--- src/hw/tbq_pkg.sv ---
// Purpose: Shared constants and carrier types for the timer block control.
// Assumes: One 32-bit AHB-Lite register window, byte addresses as printed.
// Notes:   Channel registers repeat every CH_STRIDE bytes for 3 channels.
package tbq_pkg;

  // Register byte addresses (channel 0 copy for per-channel registers)
  localparam logic [31:0] ADDR_IER0  = 32'h4001_0024; // Channel irq enable
  localparam logic [31:0] ADDR_IDR0  = 32'h4001_0028; // Channel irq disable
  localparam logic [31:0] ADDR_IMR0  = 32'h4001_002C; // Channel irq mask
  localparam logic [31:0] CH_STRIDE  = 32'h0000_0040; // Channel spacing
  localparam logic [31:0] ADDR_BCR   = 32'h4001_00C0; // Block control
  localparam logic [31:0] ADDR_BMR   = 32'h4001_00C4; // Block mode
  localparam logic [31:0] ADDR_QIER  = 32'h4001_00C8; // Decoder irq enable
  localparam logic [31:0] ADDR_QIDR  = 32'h4001_00CC; // Decoder irq disable
  localparam logic [31:0] ADDR_QIMR  = 32'h4001_00D0; // Decoder irq mask
  localparam logic [31:0] ADDR_WPMR  = 32'h4001_00E4; // Write protection

  // Field positions and masks
  localparam int unsigned   SYNC_BIT      = 0;              // Block control
  localparam int unsigned   WRITE_PROTECT_ENABLE_BIT      = 0;              // Protection
  localparam logic [31:0]   MODE_WMASK    = 32'h03F3_FF3F;  // Writable mode
  localparam logic [23:0]   WP_KEY        = 24'h54_494D;    // Unlock key
  localparam logic [7:0]    CAPTURE_ONLY  = 8'h62;          // Ovr, load A/B
  localparam logic [7:0]    WAVE_ONLY     = 8'h0C;          // Compare A/B

  // External clock selection codes
  localparam logic [1:0]    XSEL_PIN      = 2'h0;  // Dedicated clock pin
  localparam logic [1:0]    XSEL_ALT_LO   = 2'h2;  // Lower other channel
  localparam logic [1:0]    XSEL_ALT_HI   = 2'h3;  // Higher other channel

  // Values after reset
  localparam logic [7:0]    CHAN_MASK_RST = 8'h00;
  localparam logic [2:0]    QMASK_RST     = 3'h0;
  localparam logic [31:0]   MODE_RST      = 32'h0000_0000;
  localparam logic          WP_RST        = 1'b0;
  localparam logic [5:0]    FILT_CNT_RST  = 6'h00;

  // Block mode register, laid out bit for bit as the bus word
  typedef struct packed {
    logic [5:0] rsv_hi;
    logic [5:0] max_filter;
    logic [1:0] rsv_mid;
    logic       index_source_select;
    logic       swap;
    logic       invert_index;
    logic       invert_phase_b;
    logic       invert_phase_a;
    logic       edge_count_mode;
    logic       transparent_decoding;
    logic       speed_enable;
    logic       position_enable;
    logic       decoder_enable;
    logic [1:0] rsv_lo;
    logic [1:0] ext_clock2_select;
    logic [1:0] ext_clock1_select;
    logic [1:0] ext_clock0_select;
  } tbq_mode_t;

  // Decoder events, in decoder interrupt bit order
  typedef struct packed {
    logic quadrature_error;
    logic direction_change;
    logic index_input;
  } tbq_qevt_t;

endpackage

--- src/hw/tbq_glitch_filter.sv ---
// Purpose: Discards input pulses shorter than max_filter+1 clock cycles.
// Assumes: Input is synchronous to clk_i.
// Notes:   A new level is accepted after max_filter+1 differing samples.
`timescale 1ns/1ps
module tbq_glitch_filter
  import tbq_pkg::*;
(
  input  wire logic       clk_i,
  input  wire logic       rst_n_i,
  input  wire logic       ce_i,
  input  wire logic       sig_i,
  input  wire logic [5:0] max_filter_i,
  output logic            sig_o
);

  logic [5:0] cnt_q;  // Samples seen that differ from the output

  // Count disagreeing samples; any agreeing sample restarts the count
  always_ff @(posedge clk_i or negedge rst_n_i)
  begin
    if (!rst_n_i)
    begin
      cnt_q <= FILT_CNT_RST;
      sig_o <= 1'b0;
    end
    else if (ce_i)
    begin
      if (sig_i == sig_o)
        cnt_q <= FILT_CNT_RST;
      else if (cnt_q >= max_filter_i)
      begin
        sig_o <= sig_i;
        cnt_q <= FILT_CNT_RST;
      end
      else
        cnt_q <= cnt_q + 6'h01;
    end
  end
endmodule // tbq_glitch_filter

--- src/hw/tbq_quad_decode.sv ---
// Purpose: Edge, direction, index and error detection on filtered phases.
// Assumes: Inputs already inverted, swapped and filtered.
// Notes:   Direction 0 means phase A leads phase B.
`timescale 1ns/1ps
module tbq_quad_decode
  import tbq_pkg::*;
(
  input  wire logic clk_i,
  input  wire logic rst_n_i,
  input  wire logic ce_i,
  input  wire logic enable_i,
  input  wire logic both_edges_i,
  input  wire logic transparent_i,
  input  wire logic phase_a_i,
  input  wire logic phase_b_i,
  input  wire logic index_i,
  output logic      count_o,
  output logic      dir_o,
  output tbq_qevt_t evt_o
);

  logic pa_q;      // Previous phase A
  logic pb_q;      // Previous phase B
  logic pi_q;      // Previous index
  logic edge_a;    // Phase A toggled
  logic edge_b;    // Phase B toggled
  logic dir_new;   // Direction implied by this edge

  assign edge_a = phase_a_i ^ pa_q;
  assign edge_b = phase_b_i ^ pb_q;

  // Direction from which phase moved and the level of the other
  always_comb
  begin
    dir_new = dir_o;
    if (edge_a && !edge_b)
      dir_new = ~(phase_a_i ^ phase_b_i);
    else if (edge_b && !edge_a)
      dir_new = phase_a_i ^ phase_b_i;
  end

  // History tracks even while disabled, so enabling makes no false edge
  always_ff @(posedge clk_i or negedge rst_n_i)
  begin
    if (!rst_n_i)
    begin
      pa_q <= 1'b0;
      pb_q <= 1'b0;
      pi_q <= 1'b0;
    end
    else if (ce_i)
    begin
      pa_q <= phase_a_i;
      pb_q <= phase_b_i;
      pi_q <= index_i;
    end
  end

  // Events and direction; all quiet while the decoder is off
  always_ff @(posedge clk_i or negedge rst_n_i)
  begin
    if (!rst_n_i)
    begin
      count_o <= 1'b0;
      dir_o   <= 1'b0;
      evt_o   <= '0;
    end
    else if (ce_i)
    begin
      count_o                <= enable_i &&
                                (both_edges_i ? (edge_a | edge_b) : edge_a);
      evt_o.quadrature_error <= enable_i && edge_a && edge_b;
      evt_o.index_input      <= enable_i && index_i && !pi_q;
      evt_o.direction_change <= enable_i && !transparent_i &&
                                (dir_new != dir_o);
      if (enable_i && !transparent_i)
        dir_o <= dir_new;
    end
  end
endmodule // tbq_quad_decode

--- src/hw/tbq_block_ctrl.sv ---
// Purpose: Block-level control of a three-channel timer: interrupt masks,
//          software sync, external clock routing and quadrature front end.
// Assumes: AHB-Lite slave with word transfers; pins synchronous to clk_i.
// Notes:   Reads take one wait state, writes none; response always OKAY.
`timescale 1ns/1ps

// Behaviour
// - Disable write of one clears mask bit
// - Overrun, load A/B disable only in capture
// - Compare A/B disable only in waveform
// - Mask register reads enabled sources
// - Enable write of one sets mask bit
// - Control bit 0 pulses sync to channels
// - Mode writes ignored while protected
// - External clock 0 source selection
// - External clock 1 source selection
// - External clock 2 source selection
// - Decoder enable activates decode; filters always run
// - Position enable uses channels 0 and 1
// - Speed enable on channel 0, base 2
// - Transparent mode drops direction detection
// - Edge mode selects phase A or both
// - Invert bits flip each decoder input
// - Swap exchanges phase A and B
// - Index source select picks pin
// - Filter drops pulses under max_filter+1 cycles
// - Decoder enable register sets irq enables
module tbq_block_ctrl
  import tbq_pkg::*;
(
  input  wire logic            clk_i,
  input  wire logic            reset_n_i,
  input  wire logic            ce_i,
  // AHB-Lite slave
  input  wire logic            hsel_i,
  input  wire logic [31:0]     haddr_i,
  input  wire logic [1:0]      htrans_i,
  input  wire logic            hwrite_i,
  input  wire logic [2:0]      hsize_i,
  input  wire logic [31:0]     hwdata_i,
  input  wire logic            hready_i,
  output logic      [31:0]     hrdata_o,
  output logic                 hreadyout_o,
  output logic                 hresp_o,
  // Channel side
  input  wire logic [2:0][7:0] chan_status_i,
  input  wire logic [2:0]      chan_wave_i,
  output logic      [2:0]      chan_irq_o,
  output logic                 sync_trigger_o,
  // External clock routing
  input  wire logic [2:0]      clock_pin_i,
  input  wire logic [2:0]      chan_io_a_i,
  input  wire logic            chan0_io_b_i,
  output logic      [2:0]      ext_clk_o,
  // Quadrature decoder
  output tbq_mode_t            mode_o,
  output logic                 position_measure_o,
  output logic                 speed_measure_o,
  output logic                 count_pulse_o,
  output logic                 dir_o,
  output tbq_qevt_t            quadrature_decoder_event_o,
  output logic      [2:0]      quadrature_decoder_irq_mask_o
);

  // Data phase kinds of the bus slave
  typedef enum logic [1:0] {
    DPH_NONE,
    DPH_WRITE,
    DPH_RDWAIT,
    DPH_RDDONE
  } tbq_dph_t;

  logic            rst_meta_q;   // Reset release, first stage
  logic            rst_n_q;      // Reset used by all other logic
  tbq_dph_t        dph_q;        // Current data phase
  logic [31:0]     a_addr_q;     // Word address of the pending transfer
  logic            wr_en;        // Write data valid this cycle
  logic [2:0]      hit_ier;      // Per-channel enable register hit
  logic [2:0]      hit_idr;      // Per-channel disable register hit
  logic [2:0]      hit_imr;      // Per-channel mask register hit
  logic [31:0]     rd_word;      // Read value for the pending address
  logic [2:0][7:0] chan_mask_q;  // Per-channel interrupt masks
  logic [2:0]      qmask_q;      // Decoder interrupt masks
  tbq_mode_t       mode_q;       // Block mode
  logic            wp_q;         // Write protection enabled
  logic            pa_raw;       // Phase A after invert and swap
  logic            pb_raw;       // Phase B after invert and swap
  logic            idx_raw;      // Index after select and invert
  logic            pa_filt;      // Filtered phase A
  logic            pb_filt;      // Filtered phase B
  logic            idx_filt;     // Filtered index

  // Channel copies of a register, one-hot over the three channels
  function automatic logic [2:0] chan_hit(input logic [31:0] addr,
                                          input logic [31:0] ch0);
    logic [2:0] hit;
    hit = 3'h0;
    for (int i = 0; i < 3; i++)
      hit[i] = (addr == ch0 + 32'(i) * CH_STRIDE);
    return hit;
  endfunction

  // Clock source pick; code 1 is reserved and routes a quiet low
  function automatic logic xclk_pick(input logic [1:0] sel,
                                     input logic pin,
                                     input logic alt_lo,
                                     input logic alt_hi);
    case (sel)
      XSEL_PIN:    return pin;
      XSEL_ALT_LO: return alt_lo;
      XSEL_ALT_HI: return alt_hi;
      default:     return 1'b0;
    endcase
  endfunction

  // Reset release through two flops; assertion stays asynchronous
  always_ff @(posedge clk_i or negedge reset_n_i)
  begin
    if (!reset_n_i)
    begin
      rst_meta_q <= 1'b0;
      rst_n_q    <= 1'b0;
    end
    else
    begin
      rst_meta_q <= 1'b1;
      rst_n_q    <= rst_meta_q;
    end
  end

  // Bus phase tracking; a read inserts one wait state so that read data
  // comes from a flop and already reflects a write just before it
  always_ff @(posedge clk_i or negedge rst_n_q)
  begin
    if (!rst_n_q)
    begin
      dph_q    <= DPH_NONE;
      a_addr_q <= 32'h0000_0000;
    end
    else if (ce_i)
    begin
      if (dph_q == DPH_RDWAIT)
        dph_q <= DPH_RDDONE;
      else if (hready_i && hsel_i && htrans_i[1])
      begin
        dph_q    <= hwrite_i ? DPH_WRITE : DPH_RDWAIT;
        a_addr_q <= {haddr_i[31:2], 2'h0};
      end
      else
        dph_q <= DPH_NONE;
    end
  end

  assign wr_en       = (dph_q == DPH_WRITE);
  assign hreadyout_o = (dph_q != DPH_RDWAIT);
  assign hresp_o     = 1'b0;
  assign hit_ier     = chan_hit(a_addr_q, ADDR_IER0);
  assign hit_idr     = chan_hit(a_addr_q, ADDR_IDR0);
  assign hit_imr     = chan_hit(a_addr_q, ADDR_IMR0);

  // Read value; write-only and unmapped addresses read as zero
  always_comb
  begin
    rd_word = 32'h0000_0000;
    for (int i = 0; i < 3; i++)
      if (hit_imr[i])
        rd_word = {24'h00_0000, chan_mask_q[i]};
    if (a_addr_q == ADDR_BMR)
      rd_word = mode_q;
    else if (a_addr_q == ADDR_QIMR)
      rd_word = {29'h0000_0000, qmask_q};
    else if (a_addr_q == ADDR_WPMR)
      rd_word = {31'h0000_0000, wp_q};
  end

  // Read data is loaded at the end of the wait state
  always_ff @(posedge clk_i or negedge rst_n_q)
  begin
    if (!rst_n_q)
      hrdata_o <= 32'h0000_0000;
    else if (ce_i && dph_q == DPH_RDWAIT)
      hrdata_o <= rd_word;
  end

  // Channel masks: enable sets, disable clears; mode-specific disable
  // bits only act while the channel is in the matching mode
  always_ff @(posedge clk_i or negedge rst_n_q)
  begin
    if (!rst_n_q)
      chan_mask_q <= {3{CHAN_MASK_RST}};
    else if (ce_i && wr_en)
    begin
      for (int i = 0; i < 3; i++)
      begin
        if (hit_ier[i])
          chan_mask_q[i] <= chan_mask_q[i] | hwdata_i[7:0];
        else if (hit_idr[i])
          chan_mask_q[i] <= chan_mask_q[i] & ~(hwdata_i[7:0] &
            (chan_wave_i[i] ? ~CAPTURE_ONLY : ~WAVE_ONLY));
      end
    end
  end

  // Channel interrupt: any flagged source that is enabled
  always_ff @(posedge clk_i or negedge rst_n_q)
  begin
    if (!rst_n_q)
      chan_irq_o <= 3'h0;
    else if (ce_i)
      for (int i = 0; i < 3; i++)
        chan_irq_o[i] <= |(chan_status_i[i] & chan_mask_q[i]);
  end

  // Software sync: one-cycle pulse to all channels at once
  always_ff @(posedge clk_i or negedge rst_n_q)
  begin
    if (!rst_n_q)
      sync_trigger_o <= 1'b0;
    else if (ce_i)
      sync_trigger_o <= wr_en && (a_addr_q == ADDR_BCR) &&
                        hwdata_i[SYNC_BIT];
  end

  // Protection bit changes only with the unlock key in the same word
  always_ff @(posedge clk_i or negedge rst_n_q)
  begin
    if (!rst_n_q)
      wp_q <= WP_RST;
    else if (ce_i && wr_en && a_addr_q == ADDR_WPMR &&
             hwdata_i[31:8] == WP_KEY)
      wp_q <= hwdata_i[WRITE_PROTECT_ENABLE_BIT];
  end

  // Block mode; reserved bits stay zero, writes dropped while protected
  always_ff @(posedge clk_i or negedge rst_n_q)
  begin
    if (!rst_n_q)
      mode_q <= MODE_RST;
    else if (ce_i && wr_en && a_addr_q == ADDR_BMR && !wp_q)
      mode_q <= hwdata_i & MODE_WMASK;
  end

  // Decoder interrupt enables
  always_ff @(posedge clk_i or negedge rst_n_q)
  begin
    if (!rst_n_q)
      qmask_q <= QMASK_RST;
    else if (ce_i && wr_en)
    begin
      if (a_addr_q == ADDR_QIER)
        qmask_q <= qmask_q | hwdata_i[2:0];
      else if (a_addr_q == ADDR_QIDR)
        qmask_q <= qmask_q & ~hwdata_i[2:0];
    end
  end

  // External clock routing, registered so the outputs cannot glitch
  always_ff @(posedge clk_i or negedge rst_n_q)
  begin
    if (!rst_n_q)
      ext_clk_o <= 3'h0;
    else if (ce_i)
    begin
      ext_clk_o[0] <= xclk_pick(mode_q.ext_clock0_select, clock_pin_i[0],
                                chan_io_a_i[1], chan_io_a_i[2]);
      ext_clk_o[1] <= xclk_pick(mode_q.ext_clock1_select, clock_pin_i[1],
                                chan_io_a_i[0], chan_io_a_i[2]);
      ext_clk_o[2] <= xclk_pick(mode_q.ext_clock2_select, clock_pin_i[2],
                                chan_io_a_i[0], chan_io_a_i[1]);
    end
  end

  // Measurement enables seen by the channels; software must set one
  // of them with the decoder, nothing here forces it
  always_ff @(posedge clk_i or negedge rst_n_q)
  begin
    if (!rst_n_q)
    begin
      position_measure_o <= 1'b0;
      speed_measure_o    <= 1'b0;
    end
    else if (ce_i)
    begin
      position_measure_o <= mode_q.decoder_enable &&
                            mode_q.position_enable;
      speed_measure_o    <= mode_q.decoder_enable &&
                            mode_q.speed_enable;
    end
  end

  // Input conditioning: invert each named input, then swap the phases
  assign pa_raw  = mode_q.swap ? (chan0_io_b_i ^ mode_q.invert_phase_b)
                               : (chan_io_a_i[0] ^ mode_q.invert_phase_a);
  assign pb_raw  = mode_q.swap ? (chan_io_a_i[0] ^ mode_q.invert_phase_a)
                               : (chan0_io_b_i ^ mode_q.invert_phase_b);
  assign idx_raw = (mode_q.index_source_select ? chan0_io_b_i
                                               : chan_io_a_i[1]) ^
                   mode_q.invert_index;

  // One filter per decoder input
  tbq_glitch_filter u_filt_a (
    .clk_i        (clk_i),
    .rst_n_i      (rst_n_q),
    .ce_i         (ce_i),
    .sig_i        (pa_raw),
    .max_filter_i (mode_q.max_filter),
    .sig_o        (pa_filt)
  );

  tbq_glitch_filter u_filt_b (
    .clk_i        (clk_i),
    .rst_n_i      (rst_n_q),
    .ce_i         (ce_i),
    .sig_i        (pb_raw),
    .max_filter_i (mode_q.max_filter),
    .sig_o        (pb_filt)
  );

  tbq_glitch_filter u_filt_idx (
    .clk_i        (clk_i),
    .rst_n_i      (rst_n_q),
    .ce_i         (ce_i),
    .sig_i        (idx_raw),
    .max_filter_i (mode_q.max_filter),
    .sig_o        (idx_filt)
  );

  // Decoder core, gated by the enable bit
  tbq_quad_decode u_decode (
    .clk_i         (clk_i),
    .rst_n_i       (rst_n_q),
    .ce_i          (ce_i),
    .enable_i      (mode_q.decoder_enable),
    .both_edges_i  (mode_q.edge_count_mode),
    .transparent_i (mode_q.transparent_decoding),
    .phase_a_i     (pa_filt),
    .phase_b_i     (pb_filt),
    .index_i       (idx_filt),
    .count_o       (count_pulse_o),
    .dir_o         (dir_o),
    .evt_o         (quadrature_decoder_event_o)
  );

  assign mode_o          = mode_q;
  assign quadrature_decoder_irq_mask_o = qmask_q;
endmodule // tbq_block_ctrl

--- config.mk ---
export PLATFORM = sky130hd
export DESIGN_NAME = tbq_block_ctrl
export DESIGN_NICKNAME = d
export VERILOG_FILES = /design/src/hw/tbq_pkg.sv /design/src/hw/tbq_glitch_filter.sv /design/src/hw/tbq_quad_decode.sv /design/src/hw/tbq_block_ctrl.sv
export SDC_FILE = /design/constraint.sdc
export NUM_CORES = 1
export LEC_CHECK = 0
export ABC_AREA = 1
export BUFFER_PORTS_ARGS = -buffer_cell sky130_fd_sc_hd__buf_2
export CAP_MARGIN = 0
export CORE_MARGIN = 10
export CORE_UTILIZATION = 49
export CTS_BUF_LIST = sky130_fd_sc_hd__clkbuf_16
export DETAILED_ROUTE_END_ITERATION = 10
export GPL_ROUTABILITY_DRIVEN = 1
export GPL_TIMING_DRIVEN = 0
export HOLD_SLACK_MARGIN = 0.03
export PLACE_DENSITY_LB_ADDON = 0.05
export SLEW_MARGIN = 25
export SYNTH_ARGS = -nofsm -noshare
export SYNTH_HDL_FRONTEND = slang
export SYNTH_HIERARCHICAL = 1
export SYNTH_SLANG_ARGS = --single-unit
--- constraint.sdc ---
create_clock -name clk_i -period 4.2 [get_ports clk_i]
set_clock_uncertainty 0.1 [all_clocks]
set_input_delay 0.21 -clock clk_i [delete_from_list [all_inputs] [get_ports clk_i]]
set_output_delay 0.21 -clock clk_i [all_outputs]
set_load 0.01 [all_outputs]
==> run summary <==
Layout area overhead: 31.1%
Synthesis Warnings: 6
Cts repair resizes: 0
Synthesized flop and latch total: 146
Worst-path clk slew: 0.06 ns
Most frequent cells after synthesis: 270 x nand2_1, 146 x dfrtp_1, 133 x inv_1
Routed via count: 7644
Reg area: 3660 sq um
Tmin final: 2.30 ns
Most common cell in the netlist: nand2_1
Status: completed
Period utilization: 0.546
Endpoint class of the critical path: flip-flop
Post-synth cell types: 41
Clock Latency Late Sink: 0.43 ns
Post-synthesis async set-or-reset flop share: 1.00
Core area: 16000 sq um
Port Buf Inserts: 166
CP Max Fanout: 5
Compound-Gate Fraction of Synth Area: 0.128
Vias per cell: 5.03
Overflow left after global routing: 0
Filler Cell Count: 1428
Critical path arrival: 2.50 ns
Die height: 148 um
Endpoints failing setup: 0
Die ar.: 22000 sq um
Synth Area in Simple Gates: 0.267
CP Launch Type: flip-flop
RSZ-0062 raised after global routing: false
First-pass GRT wire length: 39200 um
Critical setup path kind: flip-flop to flip-flop
CTS tree: yes
Root Driver: clkbuf_16
Gpl congestion: 0.887
Mapped cell area: 8080 sq um
Final WL: 24300 um
Synth area leader: dfrtp_1
IO Count: 192
Clk buf depth: 2
Area occupied by multi-input gates: 3660 sq um
Final net count: 1420
Largest family of logic cells by synthesized area: simple AND/OR/NAND/NOR gates
Hold Crit Class: input pin to flip-flop
CTS hold repair buffers: 71
Synth top area cells: dfrtp_1 45%, nand2_1 13%, inv_1 6.2%, o21ai_0 5.5%, nand3_1 5.0%
Initial antenna violation count: 1
Total power draw: 3.43 mW
Endpoints failing hold: 0
Power Dens Cells: 324 nW/um^2
Sequential share of the synthesized area: 0.452
Post-layout util: 0.662
Post-synth EDFFs: 0
# H-tree levels: 4
Post-CTS Setup Inserts: 0
Die X: 148 um
Leak pwr: 5.48 nW
Pre-antenna DRT Iters: 5
Max Cap Viol: 0
Slew @ Worst Pin: 0.758 ns
Pre-CTS setup slack: 1.68 ns
Syn Area/Cell: 7.98 sq um
Number of global-route vias before repair: 7487
Achievable frequency: 436 MHz
Setup slack after layout: 1.90 ns
Synth Area in Adders: 0.0325
Share of the synthesized area in the top cell type: 0.452
HPWL Detailed: 18400 um
CTS sink cnt: 146
Worst slew margin: 0.490
Post-synthesis mux area share: 0.00279
Initial core utilization: 0.505
Site Rows: 46
Worst EP required: 4.41 ns
Placed insts: 1416
Prevailing post-synth register cell: dfrtp_1
Max VDD drop: 0.300 mV
Post-Synth XOR/XNOR Area: 0.0130
Initial DRC count: 484
CTS Buf Count: 17
Final Instance Count excl. Fillers: 1519
Drc violations: 0
Mapped Cells: 1013
Drt wl/cell: 16.0 um
Layout cells sized above 1: 0.239
Largest net degree at the start of global routing: 53
GRT Total Usage: 0.223
Detail Route Antenna Nets: 0
Max-slew violations: 0
Total negative slack: 0 ns
==> layout by cell type, fill, tap and decap left out, types with 7 or more instances in the layout <==
master,count
nand2_1,270
buf_2,172
dfrtp_1,145
inv_1,134
o21ai_0,89
nand3_1,81
dlygate4sd3_1,71
nor2_1,64
buf_4,25
nand4_1,24
o21ai_2,22
ha_1,21
conb_1,20
nand2_2,17
clkbuf_16,17
a21oi_1,15
inv_2,8
nor2_2,7
clkbuf_1,7
==> kinds of logic (layout without fill, tap and decap cells) <==
group / Yosys count / count (layout)
XOR/XNOR: 12 / 12
adder cells (fa/ha/maj): 21 / 21
other: 2 / 21
flip-flops: 146 / 146
AO/OA/AOI/OAI: 161 / 161
multiplexers: 2 / 2
AND/OR/NAND/NOR: 483 / 483
buffers and inverters: 186 / 457
==> metal layers <==
metal / routed length, um / vias to the layer above / track usage
met5: 0 / - / 0
met4: 474 / 0 / 0.0723
met3: 1460 / 30 / 0.0510
met2: 12200 / 238 / 0.380
met1: 10200 / 3582 / 0.272
li1: - / 3794 / -
==> registers in the layout, indices dropped and copies added, names as in the netlist, 2 cells and up, named ones only <==
signal	count
a_addr_q	30
hrdata_o	24
mode_o	22
chan_mask_q	15
u_filt_a/cnt_q	6
u_filt_b/cnt_q	6
u_filt_idx/cnt_q	6
chan_irq_o	3
ext_clk_o	3
u_decode/evt_o	3
dph_q	2
==> final timing paths <==
check / from / end / slack (ns) / cells past startpoint
worst max register to register: chan_mask_q[11]$_DFFE_PN0P_ / chan_irq_o[1]$_DFFE_PN0P_ / 1.90 / 5
worst min register to register: rst_n_q$_DFF_PN0_ / chan_mask_q[10]$_DFFE_PN0P_ / 0.13 / 0
max in group asynchronous: rst_n_q$_DFF_PN0_ / mode_o[12]$_DFFE_PN0P_ / 3.30 / 1
min in group asynchronous: rst_n_q$_DFF_PN0_ / chan_mask_q[10]$_DFFE_PN0P_ / 0.13 / 0
worst min-delay path: clock_pin_i[1] / ext_clk_o[1]$_DFFE_PN0P_ / 0.04 / 3
worst max-delay path: chan_mask_q[11]$_DFFE_PN0P_ / chan_irq_o[1]$_DFFE_PN0P_ / 1.90 / 5
==> through the flow <==
step	hold slack, ns	instance area (sq um)
finish	0.0399	10600
floorplan	-0.186	8150
global placement	-0.104	9250
detailed placement	-0.103	9330
global route	0.0478	10600
CTS	0.0306	10600
==> power by group <==
group          switching [mW]  internal (mW)
logic                   0.256          0.187
registers              0.0501           1.49
clock network           0.588          0.855
total                   0.894           2.53
==> final cells by class <==
type                            count  share of cell area
Buffer                             43              0.0284
Multi-Input combinational cell    699               0.345
Clock buffer                       17              0.0402
Antenna cell                        1            0.000236
Sequential cell                   146               0.345
Inverter                          143              0.0507
Timing Repair Buffer              240               0.153
Tap cell                          216              0.0255
Clock inverter                     14              0.0117
==> worst max-delay path, cell delays in order, from the launching register on <==
cell and delay, ns:
dfrtp_1 0.43, a22o_1 0.22, a221oi_1 0.20, dlygate4sd3_1 0.58, a31oi_1 0.08, dlygate4sd3_1 0.57
Power figures use the tool's default switching activity.
